==> src/rtl/rssw_defines.svh <==
`ifndef RSSW_DEFINES_SVH
`define RSSW_DEFINES_SVH

// Register byte addresses on APB.
`define RSSW_ADDR_CONFIG 8'h00
`define RSSW_ADDR_INTCTL 8'h04
`define RSSW_ADDR_STATUS 8'h08
`define RSSW_ADDR_WDTCTL 8'h0c
`define RSSW_ADDR_EVSTAT 8'h10
`define RSSW_ADDR_EVMASK 8'h14
`define RSSW_ADDR_CONTROL 8'h18

// Configuration register fields.
`define RSSW_CFG_EXT_RESET_PIN_ENABLE_BIT 0
`define RSSW_CFG_LVP_BIT 1
`define RSSW_CFG_POWERUP_DELAY_ENABLE_N_N_BIT 2
`define RSSW_CFG_WPU_BIT 3
`define RSSW_CFG_RESET 8'h04

// Core status flag positions.
`define RSSW_ST_PD_BIT 3
`define RSSW_ST_TO_BIT 4
`define RSSW_ST_RESET 8'h18

// Interrupt control: enables in 5:3, flags in 2:0, global enable in 7.
`define RSSW_IC_GIE_BIT 7
`define RSSW_IC_RESET 8'h00
`define RSSW_WDT_RESET 8'h16

// Event status bits.
`define RSSW_EV_WDT_RST 0
`define RSSW_EV_WAKE 1
`define RSSW_EV_EXT_RST 2
`define RSSW_EV_RUN 3
`define RSSW_EV_W 4

// Control register: write-one pulses.
`define RSSW_CT_SLEEP_BIT 0
`define RSSW_CT_WATCHDOG_CLEAR_INSTR_BIT 1

// Timing.
`define RSSW_CLK_HZ 50000000
`define RSSW_POWERUP_DELAY_TIMER_MS 64
`define RSSW_POWERUP_DELAY_TIMER_CYC ((`RSSW_CLK_HZ / 1000) * `RSSW_POWERUP_DELAY_TIMER_MS)
`define RSSW_START_CYC 10
`define RSSW_FILT_CYC 8

`endif

==> src/rtl/rssw_pkg.sv <==
package rssw_pkg;
	typedef enum logic [2:0] {
		ST_POR,
		ST_POWERUP_DELAY_TIMER,
		ST_WAIT_PIN,
		ST_START,
		ST_RUN,
		ST_SLEEP
	} rssw_state_e;

	typedef struct packed {
		logic [7:0] addr;
		logic write;
		logic sel;
		logic enable;
		logic [31:0] wdata;
	} rssw_apb_req_s;

	typedef struct packed {
		logic low_voltage_program_enable;
		logic ext_reset_pin_enable;
		logic powerup_delay_enable_n;
		logic wpu_sw;
	} rssw_cfg_s;
endpackage

==> src/rtl/rssw_ctrl.sv <==
// Chosen here: the register offsets and the APB slave port.
`timescale 1ns/10ps
// Behaviour
// - Pin reset enabled if LOW_VOLTAGE_PROGRAM_ENABLE or enable bit.
// - Low enabled pin holds device in reset.
// - Short pin pulses are filtered and ignored.
// - Reset never drives the pin low.
// - Disabled pin is input; pull-up software-controlled.
// - Watchdog expiry in run resets, updates expiry/powerdown flags.
// - Programming exit behaves like power-on reset.
// - Optional power-up delay after POR or BOR.
// - Nominal 64 ms delay, enabled when bit cleared.
// - Delay starts after POR and BOR released.
// - Run after delay, then pin release.
// - Delay counts regardless of pin state.
// - Pin release after delay: run in 10 cycles.
// - Wake decision ignores global interrupt enable.
// - Pending interrupt makes sleep a no-op.
// - Interrupt during sleep wakes, clears watchdog, flags.
`include "rssw_defines.svh"

module rssw_ctrl #(
	parameter int unsigned POWERUP_DELAY_TIMER_CYC = `RSSW_POWERUP_DELAY_TIMER_CYC,
	parameter int unsigned FILT_CYC = `RSSW_FILT_CYC
) (
	input wire logic pclk, // APB clock, 50 MHz
	input wire logic presetn, // Asynchronous reset, active low
	input wire logic psel, // APB select
	input wire logic penable, // APB enable
	input wire logic pwrite, // APB direction
	input wire logic [7:0] paddr, // APB byte address
	input wire logic [31:0] pwdata, // APB write data
	output logic [31:0] prdata, // APB read data
	output logic pready, // APB ready
	output logic pslverr, // APB error for unmapped address
	input wire logic por_active, // Power-on reset condition, async
	input wire logic bor_active, // Brown-out reset condition, async
	input wire logic prog_mode, // Programming mode active, async
	input wire logic wdt_expired, // Watchdog period expired pulse
	input wire logic [2:0] irq_flag_in, // Interrupt source flag sets
	input wire logic ext_reset_pin_n_i, // Reset pin level, async
	output logic ext_reset_pin_n_o, // Reset pin drive value
	output logic ext_reset_pin_n_oe, // Reset pin drive enable
	output logic pin_pullup_en, // Weak pull-up on the pin
	output logic pin_gpio_in, // Pin as general input
	output logic core_reset_n, // Core held in reset while low
	output logic sleeping, // Core clock gated for sleep
	output logic wdt_clear, // Watchdog and prescaler clear pulse
	output logic irq // Level interrupt
);
	import rssw_pkg::*;

	rssw_state_e state_q, state_d;
	rssw_cfg_s cfg;
	logic [7:0] cfg_q, intctl_q, status_q, wdtctl_q, evmask_q;
	logic [`RSSW_EV_W-1:0] ev_q;
	logic [2:0] sync_q, filt_sync;
	logic [31:0] cnt_q;
	logic [7:0] filt_cnt_q;
	logic pin_low_q, wdt_clr_q, prog_d_q;

	assign cfg = '{cfg_q[`RSSW_CFG_LVP_BIT], cfg_q[`RSSW_CFG_EXT_RESET_PIN_ENABLE_BIT],
		cfg_q[`RSSW_CFG_POWERUP_DELAY_ENABLE_N_N_BIT], cfg_q[`RSSW_CFG_WPU_BIT]};

	wire pin_en = cfg.low_voltage_program_enable | cfg.ext_reset_pin_enable;
	assign ext_reset_pin_n_o = 1'b1;
	assign ext_reset_pin_n_oe = 1'b0;
	assign pin_pullup_en = pin_en ? 1'b1 : cfg.wpu_sw;
	assign pin_gpio_in = pin_en ? 1'b0 : filt_sync[2];

	// Synchroniser: stage 0 feeds stage 1 only; the rest reads stage 1.
	always_ff @(posedge pclk or negedge presetn) begin
		if (!presetn) begin
			sync_q <= 3'h7;
		end else begin
			sync_q <= {sync_q[1], sync_q[0], ext_reset_pin_n_i};
		end
	end
	assign filt_sync = {sync_q[1], sync_q[1], sync_q[1]};

	logic [2:0] psync_q, bsync_q, gsync_q;
	always_ff @(posedge pclk or negedge presetn) begin
		if (!presetn) begin
			psync_q <= 3'h0;
			bsync_q <= 3'h0;
			gsync_q <= 3'h0;
		end else begin
			psync_q <= {psync_q[1:0], por_active};
			bsync_q <= {bsync_q[1:0], bor_active};
			gsync_q <= {gsync_q[1:0], prog_mode};
		end
	end
	wire por_s = psync_q[1];
	wire bor_s = bsync_q[1];
	wire prog_s = gsync_q[1];

	always_ff @(posedge pclk or negedge presetn) begin
		if (!presetn) begin
			filt_cnt_q <= 8'h00;
			pin_low_q <= 1'b0;
		end else if (sync_q[1]) begin
			filt_cnt_q <= 8'h00;
			pin_low_q <= 1'b0;
		end else if (filt_cnt_q >= 8'(FILT_CYC - 1)) begin
			pin_low_q <= 1'b1;
		end else begin
			filt_cnt_q <= filt_cnt_q + 8'h01;
		end
	end

	wire pin_hold = pin_en & pin_low_q;
	wire prog_exit = prog_d_q & ~prog_s;
	wire power_rst = por_s | bor_s | prog_s | prog_exit;

	wire [7:0] irq_en = {5'h00, intctl_q[5:3]};
	wire [7:0] irq_fl = {5'h00, intctl_q[2:0]};
	wire wake_pend = |(irq_en & irq_fl);

	// Register hit: each register is one aligned word at its own byte address.
	function automatic logic reg_hit(input logic [7:0] a, input logic [7:0] off);
		reg_hit = (a == off);
	endfunction

	// APB access: zero wait states.
	wire wr = psel & penable & pwrite;
	wire rd_ok = (paddr <= `RSSW_ADDR_CONTROL) && (paddr[1:0] == 2'b00);
	wire wr_ctl = wr & rd_ok & reg_hit(paddr, `RSSW_ADDR_CONTROL);
	wire wr_cfg = wr & reg_hit(paddr, `RSSW_ADDR_CONFIG);
	wire wr_ic = wr & reg_hit(paddr, `RSSW_ADDR_INTCTL);
	wire wr_st = wr & reg_hit(paddr, `RSSW_ADDR_STATUS);
	wire wr_wdt = wr & reg_hit(paddr, `RSSW_ADDR_WDTCTL);
	wire wr_ev = wr & reg_hit(paddr, `RSSW_ADDR_EVSTAT);
	wire wr_msk = wr & reg_hit(paddr, `RSSW_ADDR_EVMASK);
	wire sleep_cmd = wr_ctl & pwdata[`RSSW_CT_SLEEP_BIT] & (state_q == ST_RUN);
	wire watchdog_clear_instr_cmd = wr_ctl & pwdata[`RSSW_CT_WATCHDOG_CLEAR_INSTR_BIT];
	assign pready = 1'b1;
	assign pslverr = psel & penable & ~rd_ok;

	logic [7:0] rmux;
	always_comb begin
		case (paddr)
			`RSSW_ADDR_CONFIG: rmux = cfg_q;
			`RSSW_ADDR_INTCTL: rmux = intctl_q;
			`RSSW_ADDR_STATUS: rmux = status_q;
			`RSSW_ADDR_WDTCTL: rmux = wdtctl_q;
			`RSSW_ADDR_EVSTAT: rmux = {4'h0, ev_q};
			`RSSW_ADDR_EVMASK: rmux = evmask_q;
			default: rmux = 8'h00;
		endcase
	end
	always_ff @(posedge pclk or negedge presetn) begin
		if (!presetn) begin
			prdata <= 32'h0;
		end else if (psel & ~penable & ~pwrite) begin
			prdata <= {24'h0, rmux};
		end
	end

	// Start-up sequencer.
	always_comb begin
		state_d = state_q;
		case (state_q)
			ST_POR: begin
				if (!power_rst) begin
					state_d = cfg.powerup_delay_enable_n ? ST_WAIT_PIN : ST_POWERUP_DELAY_TIMER;
				end
			end
			// counts ignoring pin.
			// The pin is not looked at here, so a long low pin lets the delay expire.
			ST_POWERUP_DELAY_TIMER: begin
				if (cnt_q >= POWERUP_DELAY_TIMER_CYC - 1) begin
					state_d = ST_WAIT_PIN;
				end
			end
			ST_WAIT_PIN: begin
				if (!pin_hold) begin
					state_d = ST_START;
				end
			end
			ST_START: begin
				if (cnt_q >= `RSSW_START_CYC - 1) begin
					state_d = ST_RUN;
				end
			end
			ST_RUN: begin
				if (sleep_cmd && !wake_pend) state_d = ST_SLEEP;
			end
			// immediate wake.
			// A watchdog expiry in sleep wakes the core instead of resetting it.
			ST_SLEEP: begin
				if (wake_pend || wdt_expired) begin
					state_d = ST_RUN;
				end
			end
			default: state_d = ST_POR;
		endcase
		if (power_rst) begin
			state_d = ST_POR;
		end else if (pin_hold && state_q != ST_POWERUP_DELAY_TIMER && state_q != ST_POR) begin
			state_d = ST_WAIT_PIN;
		end else if (wdt_expired && state_q == ST_RUN) begin
			state_d = ST_WAIT_PIN;
		end
	end

	wire wdt_rst = wdt_expired & (state_q == ST_RUN) & ~power_rst & ~pin_hold;
	wire wake = (state_q == ST_SLEEP) & (state_d == ST_RUN);
	wire entered_sleep = (state_q == ST_RUN) & (state_d == ST_SLEEP);

	always_ff @(posedge pclk or negedge presetn) begin
		if (!presetn) begin
			state_q <= ST_POR;
			cnt_q <= 32'h0;
			prog_d_q <= 1'b0;
		end else begin
			state_q <= state_d;
			prog_d_q <= prog_s;
			cnt_q <= (state_d != state_q) ? 32'h0 : cnt_q + 32'h1;
		end
	end

	assign core_reset_n = (state_q == ST_RUN) | (state_q == ST_SLEEP);
	assign sleeping = (state_q == ST_SLEEP);
	assign wdt_clear = wdt_clr_q;

	// Registers.
	wire [`RSSW_EV_W-1:0] ev_set = {core_reset_n == 1'b0 && state_d == ST_RUN,
		pin_hold & core_reset_n, wake, wdt_rst};
	always_ff @(posedge pclk or negedge presetn) begin
		if (!presetn) begin
			cfg_q <= `RSSW_CFG_RESET;
			intctl_q <= `RSSW_IC_RESET;
			status_q <= `RSSW_ST_RESET;
			wdtctl_q <= `RSSW_WDT_RESET;
			evmask_q <= 8'h00;
			ev_q <= '0;
			wdt_clr_q <= 1'b0;
		end else begin
			wdt_clr_q <= watchdog_clear_instr_cmd | entered_sleep | wake | wdt_rst;
			if (wr_cfg) begin
				cfg_q <= pwdata[7:0];
			end
			if (wr_wdt) begin
				wdtctl_q <= {2'b00, pwdata[5:0]};
			end
			if (wr_msk) begin
				evmask_q <= {4'h0, pwdata[3:0]};
			end
			// Hardware flag sets win over a software write in the same cycle.
			if (wr_ic) begin
				intctl_q <= pwdata[7:0] | {5'h00, irq_flag_in};
			end else begin
				intctl_q <= intctl_q | {5'h00, irq_flag_in};
			end
			// Set wins over clear so that an event is never lost to a late clear.
			if (wr_ev) begin
				ev_q <= (ev_q & ~pwdata[`RSSW_EV_W-1:0]) | ev_set;
			end else begin
				ev_q <= ev_q | ev_set;
			end
			if (power_rst) begin
				status_q <= `RSSW_ST_RESET;
			end else if (wdt_rst) begin
				status_q[`RSSW_ST_TO_BIT] <= 1'b0;
				status_q[`RSSW_ST_PD_BIT] <= 1'b1;
			end else if (wake && wdt_expired && !wake_pend) begin
				status_q[`RSSW_ST_TO_BIT] <= 1'b0;
				status_q[`RSSW_ST_PD_BIT] <= 1'b0;
			end else if (wake) begin
				status_q[`RSSW_ST_TO_BIT] <= 1'b1;
				status_q[`RSSW_ST_PD_BIT] <= 1'b0;
			end else if (entered_sleep) begin
				status_q[`RSSW_ST_TO_BIT] <= 1'b1;
				status_q[`RSSW_ST_PD_BIT] <= 1'b0;
			end else if (watchdog_clear_instr_cmd) begin
				status_q[`RSSW_ST_TO_BIT] <= 1'b1;
				status_q[`RSSW_ST_PD_BIT] <= 1'b1;
			end else if (wr_st) begin
				status_q <= {status_q[7:5], status_q[4:3], pwdata[2:0]} | {pwdata[7:5], 5'h00};
			end
		end
	end

	assign irq = |({4'h0, ev_q} & evmask_q);
endmodule

==> config.mk <==
export PLATFORM = sky130hd
export DESIGN_NAME = rssw_ctrl
export DESIGN_NICKNAME = d
export VERILOG_FILES = /design/src/rtl/rssw_pkg.sv /design/src/rtl/rssw_ctrl.sv
export VERILOG_INCLUDE_DIRS = /design/src /design/src/rtl
export SDC_FILE = /design/constraint.sdc
export NUM_CORES = 1
export LEC_CHECK = 0
export ABC_AREA = 0
export BUFFER_PORTS_ARGS = -buffer_cell sky130_fd_sc_hd__buf_2
export CAP_MARGIN = 20
export CORE_ASPECT_RATIO = 1.5
export CORE_MARGIN = 5
export CORE_UTILIZATION = 61
export CTS_CLUSTER_SIZE = 24
export DETAILED_ROUTE_END_ITERATION = 12
export PLACE_DENSITY = 0.86
export SYNTH_ARGS = -nofsm -noshare
export SYNTH_HDL_FRONTEND = slang
export SYNTH_SLANG_ARGS = --single-unit
==> constraint.sdc <==
create_clock -name pclk -period 6.93 [get_ports pclk]
set_input_delay 1.0395 -clock pclk [delete_from_list [all_inputs] [get_ports pclk]]
set_output_delay 1.0395 -clock pclk [all_outputs]
set_load 0.01 [all_outputs]
# After elaboration in Yosys (flattened, before gate mapping)
# Index checks and enable logic that the tools add are counted.
# classes
n_addsub	2
n_bitwise	48
magnitude_cmp	4
reduce_logical	20
muxes	37
eq_ne	21
# op_table
cell	n
$mux 3	18
$pmux 8 s6	1
$mux 8	5
$add 32x1->32 const B	1
$ge 32x22->1 const B	1
$ge 32x4->1 const B	1
$mux 32	1
$and 1x1->1	24
$eq 8x5->1 const B	3
$pmux 3 s6	1
$eq 8x4->1 const B	2
$or 8x3->8	2
$reduce_or 8->1	2
$eq 3x3->1 const B	4
$mux 2	6
$ne 2x2->1 const B	6
$add 8x1->8 const B	1
$and 4x4->4	2
$eq 8x3->1 const B	1
$ge 8x3->1 const B	1
$le 8x5->1 const B	1
$logic_and 1x1->1	8
$logic_not 8->1	1
$or 1x1->1	8
19 further kinds	31
# totals
elab_cells	150
register_bits	100

# Logic depth before layout (Yosys ltp)
# depth
ltp_word	19
depth_mapped	9

# Least setup slack after synthesis
# Ideal clock, no wire load.
# synth_timing
path_kind	input port to output port
start	input port paddr[1]
end	output port pslverr
t_arrival_ps	1698
cell_stages	4
path_buffers	1
setup_slack_ps	4192
cell_sequence	or2_2 > clkbuf_1 > a31oi_1 > a21oi_1
# synth_between
elab_chain_cells	4
word_cells_on_any_way	5
classes_between	order compare: 1; bitwise: 2; reduce/logical: 2
# synth_rtl
element	line_no	text
from (decl)	rssw_ctrl.sv:31	input wire logic [7:0] paddr,
$le 8x5->1 (no line) or $logic_not 2->1 (tied branches)	--	
$logic_and 1x1->1 *	rssw_ctrl.sv:126	wire rd_ok = (paddr <= `RSSW_ADDR_CONTROL) && (paddr[1:0] == 2'b00);
$not 1->1 *	rssw_ctrl.sv:137	assign pslverr = psel & penable & ~rd_ok;
$and 1x1->1 *	rssw_ctrl.sv:137	
to (decl)	rssw_ctrl.sv:35	output logic pslverr,
# Every way passes the cells marked *; elsewhere a longest branch is shown, timed or not.

# Worst setup path in the final report
# layout_timing
start	input port paddr[5]
end	register cfg_q[3]
# layout_between
elab_chain_cells	2
# layout_rtl
element	line_no	text
$logic_not 8->1	rssw_ctrl.sv:121	reg_hit = (a == off);
$and 1x1->1	rssw_ctrl.sv:128	wire wr_cfg = wr & reg_hit(paddr, `RSSW_ADDR_CONFIG);
to (signal assigned)	rssw_ctrl.sv:231	cfg_q <= `RSSW_CFG_RESET;
to (signal assigned)	rssw_ctrl.sv:241	cfg_q <= pwdata[7:0];
to (decl)	rssw_ctrl.sv:55	logic [7:0] cfg_q, intctl_q, status_q, wdtctl_q, evmask_q;
# Every way passes these cells.
# A chain may end at the register's enable or synchronous reset.

==> metrics.txt <==
normalized max-slew margin=0.307; Seq. cell area=2510 sq um; DRT antenna net count=0; vias in the first global route=3955; max-cap violations=0; CP Class=in -> reg; Post-synth EDFFs=0; CTS root buffer=clkbuf_16; worst hold path type=reg -> reg; ANT cells=0; NetSw=0.000341 W; Via density=6.14; post-cts repair resize count=0; hold bufs inserted after CTS=0; DRT iter0 DRCs=318; RePlAce Congestion=0.915; Syn Area/Cell=10.9 sq um; Async SR Flop Fraction=1.00; post-route setup TNS=0 ps; Max stage delay on crit path=740 ps; CP Launch Type=input pin; DIE AREA=10700 sq um; Pre-antenna DRT Iters=5; Synth-to-Final Area Change=8.95%; fillers=647; Final Instance Area=5770 sq um; later-pin clock latency in the skew report=350 ps; grt total ovfl=0; Worst setup EP type=flip-flop; Die Y-Extent=124 um; #FFs+latches synth=100; PortBufs=43; largest net degree at the start of global routing=60; sequential area share after synthesis=0.474; Tmin final=3110 ps; Setup-failing EPs final=0; Top Family by Delay on Critical Path=simple AND/OR/NAND/NOR gates; Pint=0.000963 W; clock skew=10.4 ps; CTS tree=built; Total GRT Usage=0.223; final period utilization=0.449; PD cells=226 nW/um^2; Final #Nets=582; I/O pins=95; clock slew at reported path FFs=70 ps; RSZ-0062 raised after global routing=false; Peak Freq=321 MHz; Leak=2.65 nW; status=completed; critical path cell sequence=buf_2 -> nor3_1 -> nand2b_1 -> nor4_2 -> nand2_1 -> mux2_2; cells after synthesis=487; final-report max-slew violation count=0; num rows=41; final WL=11.5 mm; clock share of power=0.401; Post-synth top flop=dfrtp_1; synth unique cells=62; Yosys warning total=0; final core occ=0.682; Multi-input gate area=2520 sq um; sequential share of power=0.491; Net Sw Frac=0.261; Required @ worst endpoint=7170 ps; sum of buffers and inverters on the critical path=1; VDD IR max=0.000181 V; Worst Tran Pin Value=1030 ps; Critical Path Fanout Max=9; share of cells above drive strength 1=0.262; initial antenna violation count=0; placed wire-length estimate=8.10 mm; Initial Util=0.626; DRC=0; vias post-DR=3912; core region area=8460 sq um; cell area after synthesis=5300 sq um; first-pass GRT wire length=18.7 mm; DR WL/cell=18.0 um; # Post-CTS Setup Buffers=0; data arrival time of the worst path=3350 ps; Final Hold Fails=0; CTS Buf Count=9; clock tree buffer depth=2; placed instance area=5460 sq um; CP max-delay cell=nor4_2; H-tree depth=3; Die Span X=86.1 um; Comb power frac=0.108; Sink Count=100
-- cell families after synthesis --
group | after synthesis | synth area share
other | 2 | 0.00142
xor gates and xnor gates | 31 | 0.0512
DFF | 100 | 0.474
buffers and inverters | 57 | 0.0701
muxes | 21 | 0.0444
AOI/OAI and AO/OA | 79 | 0.121
and+or+nand+nor | 193 | 0.228
adders and majority gates | 4 | 0.00944
-- per-layer routing --
layer | track usage | wire (um) | up-vias
li1 | - | - | 1801
met3 | 0.0351 | 582 | 31
met2 | 0.403 | 6150 | 151
met5 | 0 | 0 | -
met1 | 0.247 | 4310 | 1929
met4 | 0.124 | 431 | 0
-- worst register-to-register path, stage by stage, from the launching register on --
cell	delay (ps)
dfrtp_1	440
or4_4	550
nor4_4	350
o221ai_2	180
a41o_1	270
a211oi_4	210
buf_4	480
nor3_1	130
-- synthesized netlist by cell type, drive strengths merged (12+ instances only) --
master	count	area share
a22oi	12	0.017
a31oi	12	0.014
and3	12	0.014
buf	35	0.055
dfrtp	92	0.43
mux2	20	0.042
nand2	31	0.022
nand3	13	0.012
nor2	29	0.021
nor3	44	0.071
nor4	13	0.021
xnor2	24	0.040
-- registers in the layout, indices dropped and copies added, names as in the netlist --
name,flops
status_q,8
ev_q,4
filt_cnt_q,8
wdt_clear,1
prdata,8
sync_q,2
psync_q,2
cfg_q,8
gsync_q,2
cnt_q,32
state_q,3
evmask_q,4
pin_low_q,1
prog_d_q,1
bsync_q,2
wdtctl_q,6
intctl_q,8
-- final timing paths --
path | to | startpoint | cells after the start | slack [ps]
max in group asynchronous | cnt_q[21]$_DFF_PN0_ | presetn | 2 | 5150
max reg2reg | cnt_q[31]$_DFF_PN0_ | cnt_q[27]$_DFF_PN0_ | 7 | 4190
min | psync_q[1]$_DFF_PN0_ | psync_q[0]$_DFF_PN0_ | 0 | 350
min in group asynchronous | prdata[6]$_DFFE_PN0P_ | presetn | 1 | 650
max | cfg_q[3]$_DFFE_PN0P_ | paddr[5] | 6 | 3820
min reg2reg | psync_q[1]$_DFF_PN0_ | psync_q[0]$_DFF_PN0_ | 0 | 350
-- power groups by stage --
stage | clock (W) | sequential (W) | combinational [W]
6_report | 0.000522 | 0.000640 | 0.000141
2_1_floorplan | 0 | 0.000648 | 0.000101
4_1_cts | 0.000530 | 0.000640 | 0.000143
5_1_grt | 0.000552 | 0.000645 | 0.000161
3_3_place_gp | 0 | 0.000649 | 0.000133
3_5_place_dp | 0 | 0.000651 | 0.000141
-- metrics by stage --
stage	std cells	setup slack [ps]	power, W	hold WS, ps
finish	637	3820	0.00130	350
global placement	621	3610	0.000781	332
detailed placement	621	3510	0.000792	335
global route	637	3690	0.00136	357
floorplan	512	4190	0.000749	331
CTS	637	3860	0.00131	351
-- cell usage in the layout, fill, tap and decap left out, types with 3 or more instances in the layout --
| cell type | netlist | routed |
|---|---|---|
| a211o_1 | 4 | 4 |
| a221oi_1 | 4 | 4 |
| o211ai_1 | 4 | 4 |
| inv_1 | 11 | 11 |
| nand3_1 | 13 | 13 |
| nor3_2 | 29 | 29 |
| o21ai_0 | 6 | 6 |
| dfstp_2 | 8 | 8 |
| a22o_1 | 11 | 11 |
| and3_1 | 11 | 11 |
| nor3_1 | 14 | 14 |
| nor4_1 | 10 | 10 |
| nand2_1 | 31 | 31 |
| nor3b_1 | 4 | 4 |
| a22oi_1 | 12 | 12 |
| xnor2_1 | 24 | 24 |
| and4_1 | 6 | 6 |
| nor2b_1 | 9 | 9 |
| mux2_2 | 20 | 20 |
| buf_2 | 0 | 42 |
| nor2_1 | 29 | 29 |
| and2_1 | 6 | 6 |
| buf_4 | 28 | 6 |
| clkbuf_16 | 0 | 9 |
| a21oi_1 | 5 | 5 |
| inv_6 | 0 | 3 |
| nand2b_1 | 4 | 4 |
| or2_2 | 5 | 5 |
| conb_1 | 2 | 27 |
| dfrtp_1 | 92 | 92 |
| a31oi_1 | 12 | 12 |
| nand4_1 | 10 | 10 |
| xor2_1 | 7 | 7 |
| ha_1 | 4 | 4 |
-- cell type report --
| type | instances | area share |
|---|---|---|
| Clock buffer | 10 | 0.0414 |
| Clock inverter | 6 | 0.0130 |
| Inverter | 11 | 0.00715 |
| Multi-Input combinational cell | 355 | 0.436 |
| Sequential cell | 100 | 0.435 |
| Tap cell | 107 | 0.0232 |
| Timing Repair Buffer | 48 | 0.0442 |
Power figures use the tool's default switching activity.
